$ cat src/afc_defs.svh
// What this block does
// - Any of eight channels may feed positive input, another the negative.
// - Channel select all ones connects the temperature diode, opens all channels.
// - Diode mode routes current source one to anode and pin, cathode grounded.
// - Open-sensor bit sources current on positive, sinks on negative input.
// - Input buffer is on only when buffer pin AND buffer bit are set.
// - Two current sources, each with 8-bit code and power-of-two range field.
// - Gain field selects one of eight gains from 1 to 128.
// - Offset trim is sign-magnitude: bit 7 sign, low seven bits magnitude.
// - Modulator clock is oscillator over 128, or over 256 when speed bit set.
// - Reference enable bit turns reference on; level bit picks 1.25V or 2.5V.
// - Three self calibrations: offset and gain, gain only, offset only.
// - Single calibration takes seven data periods; combined takes fourteen.
// - System offset and system gain calibrations take seven data periods each.
// - Data ready goes low when any calibration completes.
// - Filter is fast settling, second-order sinc, third-order sinc or automatic.
// - Automatic mode steps fast, sinc2, then sinc3 after channel or gain change.
// - Data ready goes low on a new result, high after data register read.
`ifndef AFC_DEFS_SVH
`define AFC_DEFS_SVH

// Register offsets on the byte register port.
`define AFC_OFS_SETUP 4'h0
`define AFC_OFS_MUX 4'h1
`define AFC_OFS_CTL 4'h2
`define AFC_OFS_SRC1 4'h3
`define AFC_OFS_SRC2 4'h4
`define AFC_OFS_TRIM 4'h5
`define AFC_OFS_DECLO 4'h8
`define AFC_OFS_DECHI 4'h9
`define AFC_OFS_STATUS 4'hb

// Reset values.
`define AFC_RST_SETUP 8'h00
`define AFC_RST_MUX 8'h01
`define AFC_RST_CTL 8'h00
`define AFC_RST_SRC 8'h00
`define AFC_RST_TRIM 8'h00
`define AFC_RST_DECLO 8'h80
`define AFC_RST_DECHI 8'h01

// Field positions.
`define AFC_SETUP_SPEED 4
`define AFC_SETUP_REFEN 3
`define AFC_SETUP_REFHI 2
`define AFC_SETUP_BUFEN 1
`define AFC_MUX_PSEL_LO 4
`define AFC_CTL_BURN 7
`define AFC_CTL_R2_LO 5
`define AFC_CTL_R1_LO 3
`define AFC_TRIM_SIGN 7
`define AFC_DECHI_FLT_LO 4
`define AFC_TEMP_CODE 8'hff

// Timing counts.
`define AFC_CAL_SINGLE 4'd7
`define AFC_CAL_BOTH 4'd14
`define AFC_DIV_FAST 9'd128
`define AFC_DIV_SLOW 9'd256

`endif

$ cat src/afc_pkg.sv
package afc_pkg;

  typedef enum logic [1:0] {
    CAL_IDLE = 2'b01,
    CAL_RUN = 2'b10
  } afc_cal_state_e;

  typedef enum logic [2:0] {
    CMD_NONE = 3'h0,
    CMD_SELFCAL = 3'h1,
    CMD_SELFOCAL = 3'h2,
    CMD_SELFGCAL = 3'h3,
    CMD_SYSOCAL = 3'h4,
    CMD_SYSGCAL = 3'h5
  } afc_cmd_e;

  typedef enum logic [1:0] {
    FLT_AUTO = 2'h0,
    FLT_FAST = 2'h1,
    FLT_SINC2 = 2'h2,
    FLT_SINC3 = 2'h3
  } afc_filter_e;

  // One byte access from the command decoder.
  typedef struct packed {
    logic wr;
    logic rd;
    logic [3:0] addr;
    logic [7:0] wdata;
  } afc_reg_req_s;

  // Analog front-end controls.
  typedef struct packed {
    logic [7:0] posSel;
    logic [7:0] negSel;
    logic [7:0] burnSrc;
    logic [7:0] burnSink;
    logic tempDiode;
    logic src1Anode;
    logic cathodeGnd;
    logic src1Pin;
    logic bufferOn;
    logic [7:0] src1Code;
    logic [1:0] src1Range;
    logic [7:0] src2Code;
    logic [1:0] src2Range;
    logic [2:0] pgaSel;
    logic offsetNeg;
    logic [6:0] offsetMag;
    logic refOn;
    logic refHigh;
  } afc_analog_s;

endpackage : afc_pkg

$ cat src/afc_frontend.sv
`timescale 1ns/1ps
`include "afc_defs.svh"
module afc_frontend #(
  parameter logic [2:0] ID_CODE = 3'h0 // Arbitrary identity value.
) (
  input wire logic clk,
  input wire logic rst_b,
  input afc_pkg::afc_reg_req_s regReq,
  output logic [7:0] regRdata,
  input wire logic bufferPin,
  input wire logic calCmdValid,
  input afc_pkg::afc_cmd_e calCmd,
  input wire logic dataReadDone,
  output afc_pkg::afc_analog_s analog,
  output logic modulatorClock,
  output afc_pkg::afc_filter_e filterSel,
  output logic calBusy,
  output afc_pkg::afc_cmd_e calKind,
  output logic dataReadyN
);

  logic [7:0] setup_r, mux_r, ctl_r, src1_r, src2_r, trim_r;
  logic [7:0] decLo_r, decHi_r;
  logic [7:0] setup_nxt, mux_nxt, ctl_nxt, src1_nxt, src2_nxt, trim_nxt;
  logic [7:0] decLo_nxt, decHi_nxt, rdata_nxt;
  logic settleRestart;
  logic bufMeta_r, bufSync_r;
  afc_pkg::afc_analog_s analog_nxt;
  logic [7:0] chanP, chanN;
  logic [10:0] dataCnt_r, dataCnt_nxt;
  logic dataTick_r, dataTick_nxt;
  afc_pkg::afc_cal_state_e calState_r, calState_nxt;
  logic [3:0] calCnt_r, calCnt_nxt, calTarget_r, calTarget_nxt;
  afc_pkg::afc_cmd_e calKind_nxt;
  logic readyN_nxt;
  logic [1:0] convIdx_r, convIdx_nxt;
  afc_pkg::afc_filter_e filter_nxt;
  afc_pkg::afc_filter_e fltMode;
  logic [10:0] decVal;

  assign fltMode = afc_pkg::afc_filter_e'(decHi_r[`AFC_DECHI_FLT_LO +: 2]);
  assign decVal = {decHi_r[2:0], decLo_r};

  // Register writes; a new channel or gain restarts filter settling.
  always_comb begin
    setup_nxt = setup_r;
    mux_nxt = mux_r;
    ctl_nxt = ctl_r;
    src1_nxt = src1_r;
    src2_nxt = src2_r;
    trim_nxt = trim_r;
    decLo_nxt = decLo_r;
    decHi_nxt = decHi_r;
    settleRestart = 1'b0;
    rdata_nxt = regRdata;
    if (regReq.wr) begin
      unique case (regReq.addr)
        `AFC_OFS_SETUP: setup_nxt = {3'h0, regReq.wdata[4:0]};
        `AFC_OFS_MUX: begin
          mux_nxt = regReq.wdata;
          settleRestart = regReq.wdata != mux_r;
        end
        `AFC_OFS_CTL: begin
          ctl_nxt = regReq.wdata;
          settleRestart = regReq.wdata[2:0] != ctl_r[2:0];
        end
        `AFC_OFS_SRC1: src1_nxt = regReq.wdata;
        `AFC_OFS_SRC2: src2_nxt = regReq.wdata;
        `AFC_OFS_TRIM: trim_nxt = regReq.wdata;
        `AFC_OFS_DECLO: decLo_nxt = regReq.wdata;
        `AFC_OFS_DECHI: decHi_nxt = {2'h0, regReq.wdata[5:4], 1'b0,
                                     regReq.wdata[2:0]};
        default: ;
      endcase
    end
    // Unmapped offsets read as zero; the identity field is read-only.
    if (regReq.rd) begin
      unique case (regReq.addr)
        `AFC_OFS_SETUP: rdata_nxt = {ID_CODE, setup_r[4:0]};
        `AFC_OFS_MUX: rdata_nxt = mux_r;
        `AFC_OFS_CTL: rdata_nxt = ctl_r;
        `AFC_OFS_SRC1: rdata_nxt = src1_r;
        `AFC_OFS_SRC2: rdata_nxt = src2_r;
        `AFC_OFS_TRIM: rdata_nxt = trim_r;
        `AFC_OFS_DECLO: rdata_nxt = decLo_r;
        `AFC_OFS_DECHI: rdata_nxt = decHi_r;
        `AFC_OFS_STATUS: rdata_nxt = {3'h0, filterSel, calBusy,
                                      calKind == afc_pkg::CMD_SELFCAL,
                                      dataReadyN};
        default: rdata_nxt = 8'h00;
      endcase
    end
  end

  always_ff @(posedge clk) begin
    if (!rst_b) begin
      setup_r <= `AFC_RST_SETUP;
      mux_r <= `AFC_RST_MUX;
      ctl_r <= `AFC_RST_CTL;
      src1_r <= `AFC_RST_SRC;
      src2_r <= `AFC_RST_SRC;
      trim_r <= `AFC_RST_TRIM;
      decLo_r <= `AFC_RST_DECLO;
      decHi_r <= `AFC_RST_DECHI;
      regRdata <= 8'h00;
    end else begin
      setup_r <= setup_nxt;
      mux_r <= mux_nxt;
      ctl_r <= ctl_nxt;
      src1_r <= src1_nxt;
      src2_r <= src2_nxt;
      trim_r <= trim_nxt;
      decLo_r <= decLo_nxt;
      decHi_r <= decHi_nxt;
      regRdata <= rdata_nxt;
    end
  end

  // The buffer pin is asynchronous to the oscillator, so it is synchronised.
  always_ff @(posedge clk) begin
    if (!rst_b) begin
      bufMeta_r <= 1'b0;
      bufSync_r <= 1'b0;
    end else begin
      bufMeta_r <= bufferPin;
      bufSync_r <= bufMeta_r;
    end
  end

  // Per-channel decode of the positive and negative selector fields.
  for (genvar ch = 0; ch < 8; ch++) begin : g_chan
    assign chanP[ch] = mux_r[`AFC_MUX_PSEL_LO +: 4] == 4'(ch);
    assign chanN[ch] = mux_r[3:0] == 4'(ch);
  end

  // Analog controls; codes 8 to 14 select no channel and leave inputs open.
  always_comb begin
    logic tempMode;
    tempMode = mux_r == `AFC_TEMP_CODE;
    analog_nxt.posSel = tempMode ? 8'h00 : chanP;
    analog_nxt.negSel = tempMode ? 8'h00 : chanN;
    analog_nxt.tempDiode = tempMode;
    analog_nxt.src1Anode = tempMode;
    analog_nxt.cathodeGnd = tempMode;
    analog_nxt.src1Pin = tempMode || ctl_r[`AFC_CTL_R1_LO +: 2] != 2'h0;
    analog_nxt.burnSrc = analog_nxt.posSel & {8{ctl_r[`AFC_CTL_BURN]}};
    analog_nxt.burnSink = analog_nxt.negSel & {8{ctl_r[`AFC_CTL_BURN]}};
    analog_nxt.bufferOn = bufSync_r && setup_r[`AFC_SETUP_BUFEN];
    analog_nxt.src1Code = src1_r;
    analog_nxt.src1Range = ctl_r[`AFC_CTL_R1_LO +: 2];
    analog_nxt.src2Code = src2_r;
    analog_nxt.src2Range = ctl_r[`AFC_CTL_R2_LO +: 2];
    analog_nxt.pgaSel = ctl_r[2:0];
    analog_nxt.offsetNeg = trim_r[`AFC_TRIM_SIGN];
    analog_nxt.offsetMag = trim_r[6:0];
    analog_nxt.refOn = setup_r[`AFC_SETUP_REFEN];
    analog_nxt.refHigh = setup_r[`AFC_SETUP_REFHI];
  end

  always_ff @(posedge clk) begin
    if (!rst_b) begin
      analog <= '0;
    end else begin
      analog <= analog_nxt;
    end
  end

  afc_mod_clock u_mod_clock (
    .clk(clk),
    .rst_b(rst_b),
    .speedSlow(setup_r[`AFC_SETUP_SPEED]),
    .modTick(modulatorClock)
  );

  // Output-data period: decimation count of modulator ticks, zero as one.
  always_comb begin
    dataTick_nxt = 1'b0;
    dataCnt_nxt = dataCnt_r;
    if (modulatorClock) begin
      if (dataCnt_r + 11'd1 >= decVal) begin
        dataCnt_nxt = 11'd0;
        dataTick_nxt = 1'b1;
      end else begin
        dataCnt_nxt = dataCnt_r + 11'd1;
      end
    end
  end

  always_ff @(posedge clk) begin
    if (!rst_b) begin
      dataCnt_r <= 11'd0;
      dataTick_r <= 1'b0;
    end else begin
      dataCnt_r <= dataCnt_nxt;
      dataTick_r <= dataTick_nxt;
    end
  end

  // Calibration sequencer and data ready; commands during a run are dropped.
  always_comb begin
    calState_nxt = calState_r;
    calCnt_nxt = calCnt_r;
    calTarget_nxt = calTarget_r;
    calKind_nxt = calKind;
    readyN_nxt = dataReadyN;
    unique case (calState_r)
      afc_pkg::CAL_IDLE: begin
        if (calCmdValid && calCmd != afc_pkg::CMD_NONE) begin
          calState_nxt = afc_pkg::CAL_RUN;
          calCnt_nxt = 4'd0;
          calKind_nxt = calCmd;
          calTarget_nxt = calCmd == afc_pkg::CMD_SELFCAL ?
                          `AFC_CAL_BOTH : `AFC_CAL_SINGLE;
          readyN_nxt = 1'b1;
        end else if (dataTick_r) begin
          readyN_nxt = 1'b0;
        end else if (dataReadDone) begin
          readyN_nxt = 1'b1;
        end
      end
      afc_pkg::CAL_RUN: begin
        readyN_nxt = 1'b1;
        if (dataTick_r) begin
          calCnt_nxt = calCnt_r + 4'd1;
          if (calCnt_r + 4'd1 == calTarget_r) begin
            calState_nxt = afc_pkg::CAL_IDLE;
            readyN_nxt = 1'b0;
          end
        end
      end
      default: begin
        calState_nxt = afc_pkg::CAL_IDLE;
        readyN_nxt = 1'b1;
      end
    endcase
  end

  always_ff @(posedge clk) begin
    if (!rst_b) begin
      calState_r <= afc_pkg::CAL_IDLE;
      calCnt_r <= 4'd0;
      calTarget_r <= `AFC_CAL_SINGLE;
      calKind <= afc_pkg::CMD_NONE;
      calBusy <= 1'b0;
      dataReadyN <= 1'b1;
    end else begin
      calState_r <= calState_nxt;
      calCnt_r <= calCnt_nxt;
      calTarget_r <= calTarget_nxt;
      calKind <= calKind_nxt;
      calBusy <= calState_nxt == afc_pkg::CAL_RUN;
      dataReadyN <= readyN_nxt;
    end
  end

  // Filter selection; the settling index saturates at the third conversion.
  always_comb begin
    convIdx_nxt = convIdx_r;
    if (settleRestart) begin
      convIdx_nxt = 2'd0;
    end else if (dataTick_r && convIdx_r != 2'd2) begin
      convIdx_nxt = convIdx_r + 2'd1;
    end
    filter_nxt = fltMode;
    if (fltMode == afc_pkg::FLT_AUTO) begin
      unique case (convIdx_nxt)
        2'd0: filter_nxt = afc_pkg::FLT_FAST;
        2'd1: filter_nxt = afc_pkg::FLT_SINC2;
        default: filter_nxt = afc_pkg::FLT_SINC3;
      endcase
    end
  end

  always_ff @(posedge clk) begin
    if (!rst_b) begin
      convIdx_r <= 2'd0;
      filterSel <= afc_pkg::FLT_FAST;
    end else begin
      convIdx_r <= convIdx_nxt;
      filterSel <= filter_nxt;
    end
  end

  // Independent count of data periods inside a calibration.
  logic [4:0] calSeen_r;
  always_ff @(posedge clk) begin
    if (!rst_b || !calBusy) begin
      calSeen_r <= 5'd0;
    end else if (dataTick_r) begin
      calSeen_r <= calSeen_r + 5'd1;
    end
  end
endmodule : afc_frontend

$ cat src/afc_mod_clock.sv
`timescale 1ns/1ps
`include "afc_defs.svh"
module afc_mod_clock (
  input wire logic clk,
  input wire logic rst_b,
  input wire logic speedSlow,
  output logic modTick
);

  logic [8:0] divCnt_r;
  logic [8:0] divCnt_nxt;
  logic modTick_nxt;
  logic [8:0] gapCnt_r;
  logic gapValid_r;
  logic speedPrev_r;

  // Divider wraps at 128 or 256 oscillator cycles; one-cycle enable out.
  always_comb begin
    logic [8:0] lastCnt;
    lastCnt = speedSlow ? `AFC_DIV_SLOW - 9'd1 : `AFC_DIV_FAST - 9'd1;
    modTick_nxt = 1'b0;
    divCnt_nxt = divCnt_r + 9'd1;
    if (divCnt_r >= lastCnt) begin
      divCnt_nxt = 9'd0;
      modTick_nxt = 1'b1;
    end
  end

  always_ff @(posedge clk) begin
    if (!rst_b) begin
      divCnt_r <= 9'd0;
      modTick <= 1'b0;
    end else begin
      divCnt_r <= divCnt_nxt;
      modTick <= modTick_nxt;
    end
  end

  // Gap between ticks, restarted whenever the speed bit moves.
  always_ff @(posedge clk) begin
    if (!rst_b) begin
      gapCnt_r <= 9'd0;
      gapValid_r <= 1'b0;
      speedPrev_r <= 1'b0;
    end else begin
      speedPrev_r <= speedSlow;
      if (modTick || speedPrev_r != speedSlow) begin
        gapCnt_r <= 9'd1;
        gapValid_r <= modTick && speedPrev_r == speedSlow;
      end else begin
        gapCnt_r <= gapCnt_r + 9'd1;
      end
    end
  end
endmodule : afc_mod_clock

$ cat config.mk
export PLATFORM = sky130hd
export DESIGN_NAME = afc_frontend
export DESIGN_NICKNAME = d
export VERILOG_FILES = /design/src/afc_pkg.sv /design/src/afc_frontend.sv /design/src/afc_mod_clock.sv
export VERILOG_INCLUDE_DIRS = /design/src
export SDC_FILE = /design/constraint.sdc
export NUM_CORES = 1
export LEC_CHECK = 0
export ABC_AREA = 1
export BUFFER_PORTS_ARGS = -buffer_cell sky130_fd_sc_hd__buf_2
export CAP_MARGIN = 5
export CORE_MARGIN = 4
export CORE_UTILIZATION = 30
export DETAILED_ROUTE_END_ITERATION = 8
export GPL_TIMING_DRIVEN = 0
export PLACE_DENSITY_LB_ADDON = 0.12
export RECOVER_POWER = 50
export SKIP_LAST_GASP = 1
export SYNTH_ARGS = -nofsm -noshare
export SYNTH_HDL_FRONTEND = slang
export SYNTH_HIERARCHICAL = 1
export SYNTH_SLANG_ARGS = --single-unit
$ cat constraint.sdc
create_clock -name clk -period 6.4 [get_ports clk]
set_input_delay 0 -clock clk [delete_from_list [all_inputs] [get_ports clk]]
set_output_delay 0 -clock clk [all_outputs]
set_load 0.005 [all_outputs]
==> results.toml <==
[clocking]
cts_made_buffers = 17
cts.repair.resized = 0
root_buffer = "clkbuf_16"
cts.sinks = 175
htree_levels = 4
clock_latency_ns = 0.43
clk_pin_slew_ns = 0.07
cts_tree = "done"
max-clock-path-buffers = 2

[global_route]
grt_max_degree = 20
antenna_found_initial = 0
track_usage = 0.166
overflow = 0
grt_pass1_wl_mm = 34.2
first_global_vias = 6141

[timing]
relSlewSlack = 0.446
setup_viol = 0
tns_ns = 0
worst_slack_ns = 3.40
rsz0062_at_grt = "no"
period_minus_slack_ns = 3.00
maxSlewViolCount = 0
worstMarginPinSlew_ns = 0.831
finalCritPeriodShare = 0.468
finalHoldViolations = 0
skew_ns = 0.0118
fmax_ghz = 0.334

[setup_path]
r2r_cells = 14
r2r_start = "dataCnt_r[2]"
required_ns = 6.75
worstSetupStartpointType = "flop"
r2r-end = "dataCnt_r[7]"
arrival_ns = 3.35
reg2reg_slack_ns = 3.40
critPathMaxFanout = 9
end_kind = "flop"
critPathKind = "flop to flop"

[finish]
nets = 1145
drive_gt1_frac = 0.107
fin_util = 0.375
multi_input_area_um2 = 3040
seqCellArea_um2 = 3500
largest_reg_flops = 68
top_register = "analog"
antenna_cells = 0
area_delta_synth_final_pct = 22.5
top_regs = "analog x68, dataCnt_r x11, u_mod_clock/divCnt_r x9"
fillCellCount = 2575

[die]
die_x_um = 163
coreArea_um2 = 23500
die_area_um2 = 26600
rows = 56
ios = 108
die_y_um = 163
initial_core_util = 0.306

[route]
drc = 0
post_drt_wl_per_cell_um = 15.1
avgViaCountPerCell = 4.44
routed_wl_mm = 21.7
ant_nets = 0
drtIter0Drc = 357
vias = 6384
dr.pass1.iters = 5

[job]
drv_cap = 0

[hold_path]
hold_path_end = "src1_r[7]"
min_path_cells = 3
worstHoldStart = "regReq[13]"
holdCritPathClass = "input pin to flop"

[power]
p_per_area_nw_per_um2 = 278
p_clk_frac = 0.440
internal-power_uw = 1760
p_comb_frac = 0.092
swShare = 0.281
p_leak_uw = 0.00398
power_switching_uw = 689
seqPwrFrac = 0.469
peakVddDrop_mv = 0.130

[yosys]
ys_ff_latch = 175
synthCells = 969
ys_types = 32
ys_warn_count = 6
synth_nets = 1009
syn_area_um2 = 7200
ys_seq_area_frac = 0.486
avgSynthCellArea_um2 = 7.43

[place]
io_buffers = 103
hpwl_mm = 16.4
place_ws_ns = 3.32
gp_congestion = 0.863

[outcome]
status = "finished clean"
[worst max path at each step]
stage               depth (start not counted)         start  slack, ns           end
floorplan                                  14  dataCnt_r[2]       4.07  dataCnt_r[0]
global route                               14  dataCnt_r[2]       2.99  dataCnt_r[6]
CTS                                        14  dataCnt_r[2]       3.28  dataCnt_r[7]
detailed placement                         14  dataCnt_r[2]       3.32  dataCnt_r[7]
finish                                     14  dataCnt_r[2]       3.40  dataCnt_r[7]
global placement                           14  dataCnt_r[2]       3.35  dataCnt_r[7]
[through the flow]
stage	total power [uW]	instance area, um2	hold WS [ns]	instances
3_5_place_dp	1400	8120	0.189	1391
4_1_cts	2490	8880	0.0567	1437
6_report	2450	8830	0.0702	1437
5_1_grt	2570	8830	0.0980	1437
2_1_floorplan	1310	7200	0.0976	969
3_3_place_gp	1400	8120	0.184	1391
[critical path, stage by stage (launching register included)]
cell     delay, ns
dfxtp_1       0.41
inv_1         0.08
nor3_1        0.41
nand4_1       0.20
nand2_1       0.12
inv_1         0.05
ha_1          0.28
nand2_1       0.09
nor2_1        0.06
and2_1        0.15
nand2_1       0.05
nand3_1       0.10
o21ai_0       0.41
nand2_1       0.34
nor2_1        0.17
[cell usage after synthesis (all sizes together)]
master | instances | area, um2
o21ai | 69 | 345
nand2 | 238 | 898
buf | 12 | 62.6
dfxtp | 175 | 3500
a211oi | 2 | 15.0
clkbuf | 18 | 67.6
a21boi | 1 | 7.51
nand4 | 9 | 71.3
nor2 | 91 | 387
o31ai | 1 | 7.51
xor2 | 7 | 61.3
o2111ai | 1 | 8.76
nor3 | 21 | 105
o21a | 1 | 7.51
nand3 | 60 | 315
o211a | 1 | 10.0
o211ai | 3 | 22.5
xnor2 | 13 | 114
o22ai | 4 | 25.0
clkinv | 1 | 3.75
inv | 141 | 529
a21oi | 81 | 405
and2 | 1 | 6.26
ha | 18 | 225
[cells by family after synthesis]
group	Yosys count	share of synthesized area
compound gates	164	0.119
xor+xnor	20	0.0243
fa+ha+maj	18	0.0313
simple gates	420	0.247
buf+inv	172	0.0920
flops	175	0.486
[layout make-up]
type | count | area share
Multi-Input combinational cell | 622 | 0.344
Clock buffer | 17 | 0.0482
Inverter | 142 | 0.0604
Sequential cell | 175 | 0.397
Tap cell | 319 | 0.0452
Timing Repair Buffer | 117 | 0.0689
Buffer | 30 | 0.0146
Clock inverter | 15 | 0.0221
[layout by cell type, fill, tap and decap left out, types with 3 or more instances in the layout]
| cell type | netlist | final |
|---|---|---|
| a21oi_1 | 81 | 81 |
| buf_1 | 4 | 4 |
| buf_2 | 5 | 69 |
| clkbuf_1 | 18 | 57 |
| clkbuf_16 | 0 | 17 |
| clkinv_4 | 0 | 3 |
| clkinv_8 | 0 | 4 |
| dfxtp_1 | 175 | 175 |
| dlygate4sd3_1 | 0 | 14 |
| ha_1 | 18 | 18 |
| inv_1 | 140 | 140 |
| inv_8 | 0 | 5 |
| nand2_1 | 236 | 236 |
| nand3_1 | 57 | 57 |
| nand3_2 | 3 | 3 |
| nand4_1 | 8 | 8 |
| nor2_1 | 81 | 82 |
| nor2_2 | 6 | 5 |
| nor2_4 | 4 | 4 |
| nor3_1 | 21 | 21 |
| o211ai_1 | 3 | 3 |
| o21ai_0 | 69 | 69 |
| o22ai_1 | 4 | 4 |
| xnor2_1 | 13 | 13 |
| xor2_1 | 7 | 7 |
[repair_timing]
action / in CTS / in global routing
buffers inserted: 0 / 0
hold endpoints to repair: 36 / 0
hold buffers: 14 / 0
[power by group through the flow]
stage	Clock [uW]	Sequential (uW)	Combinational (uW)
after floorplan	0	1170	144
after global placement	0	1180	221
after detailed placement	0	1180	220
after CTS	1110	1150	229
after global routing	1150	1150	259
final	1080	1150	225
[metal layers]
metal,wire length [um],up-vias,track usage
li1,-,3343,-
met1,10500,2890,0.227
met2,9990,130,0.270
met3,937,21,0.0342
met4,262,0,0.0431
met5,0,-,0
Power figures use the tool's default switching activity.
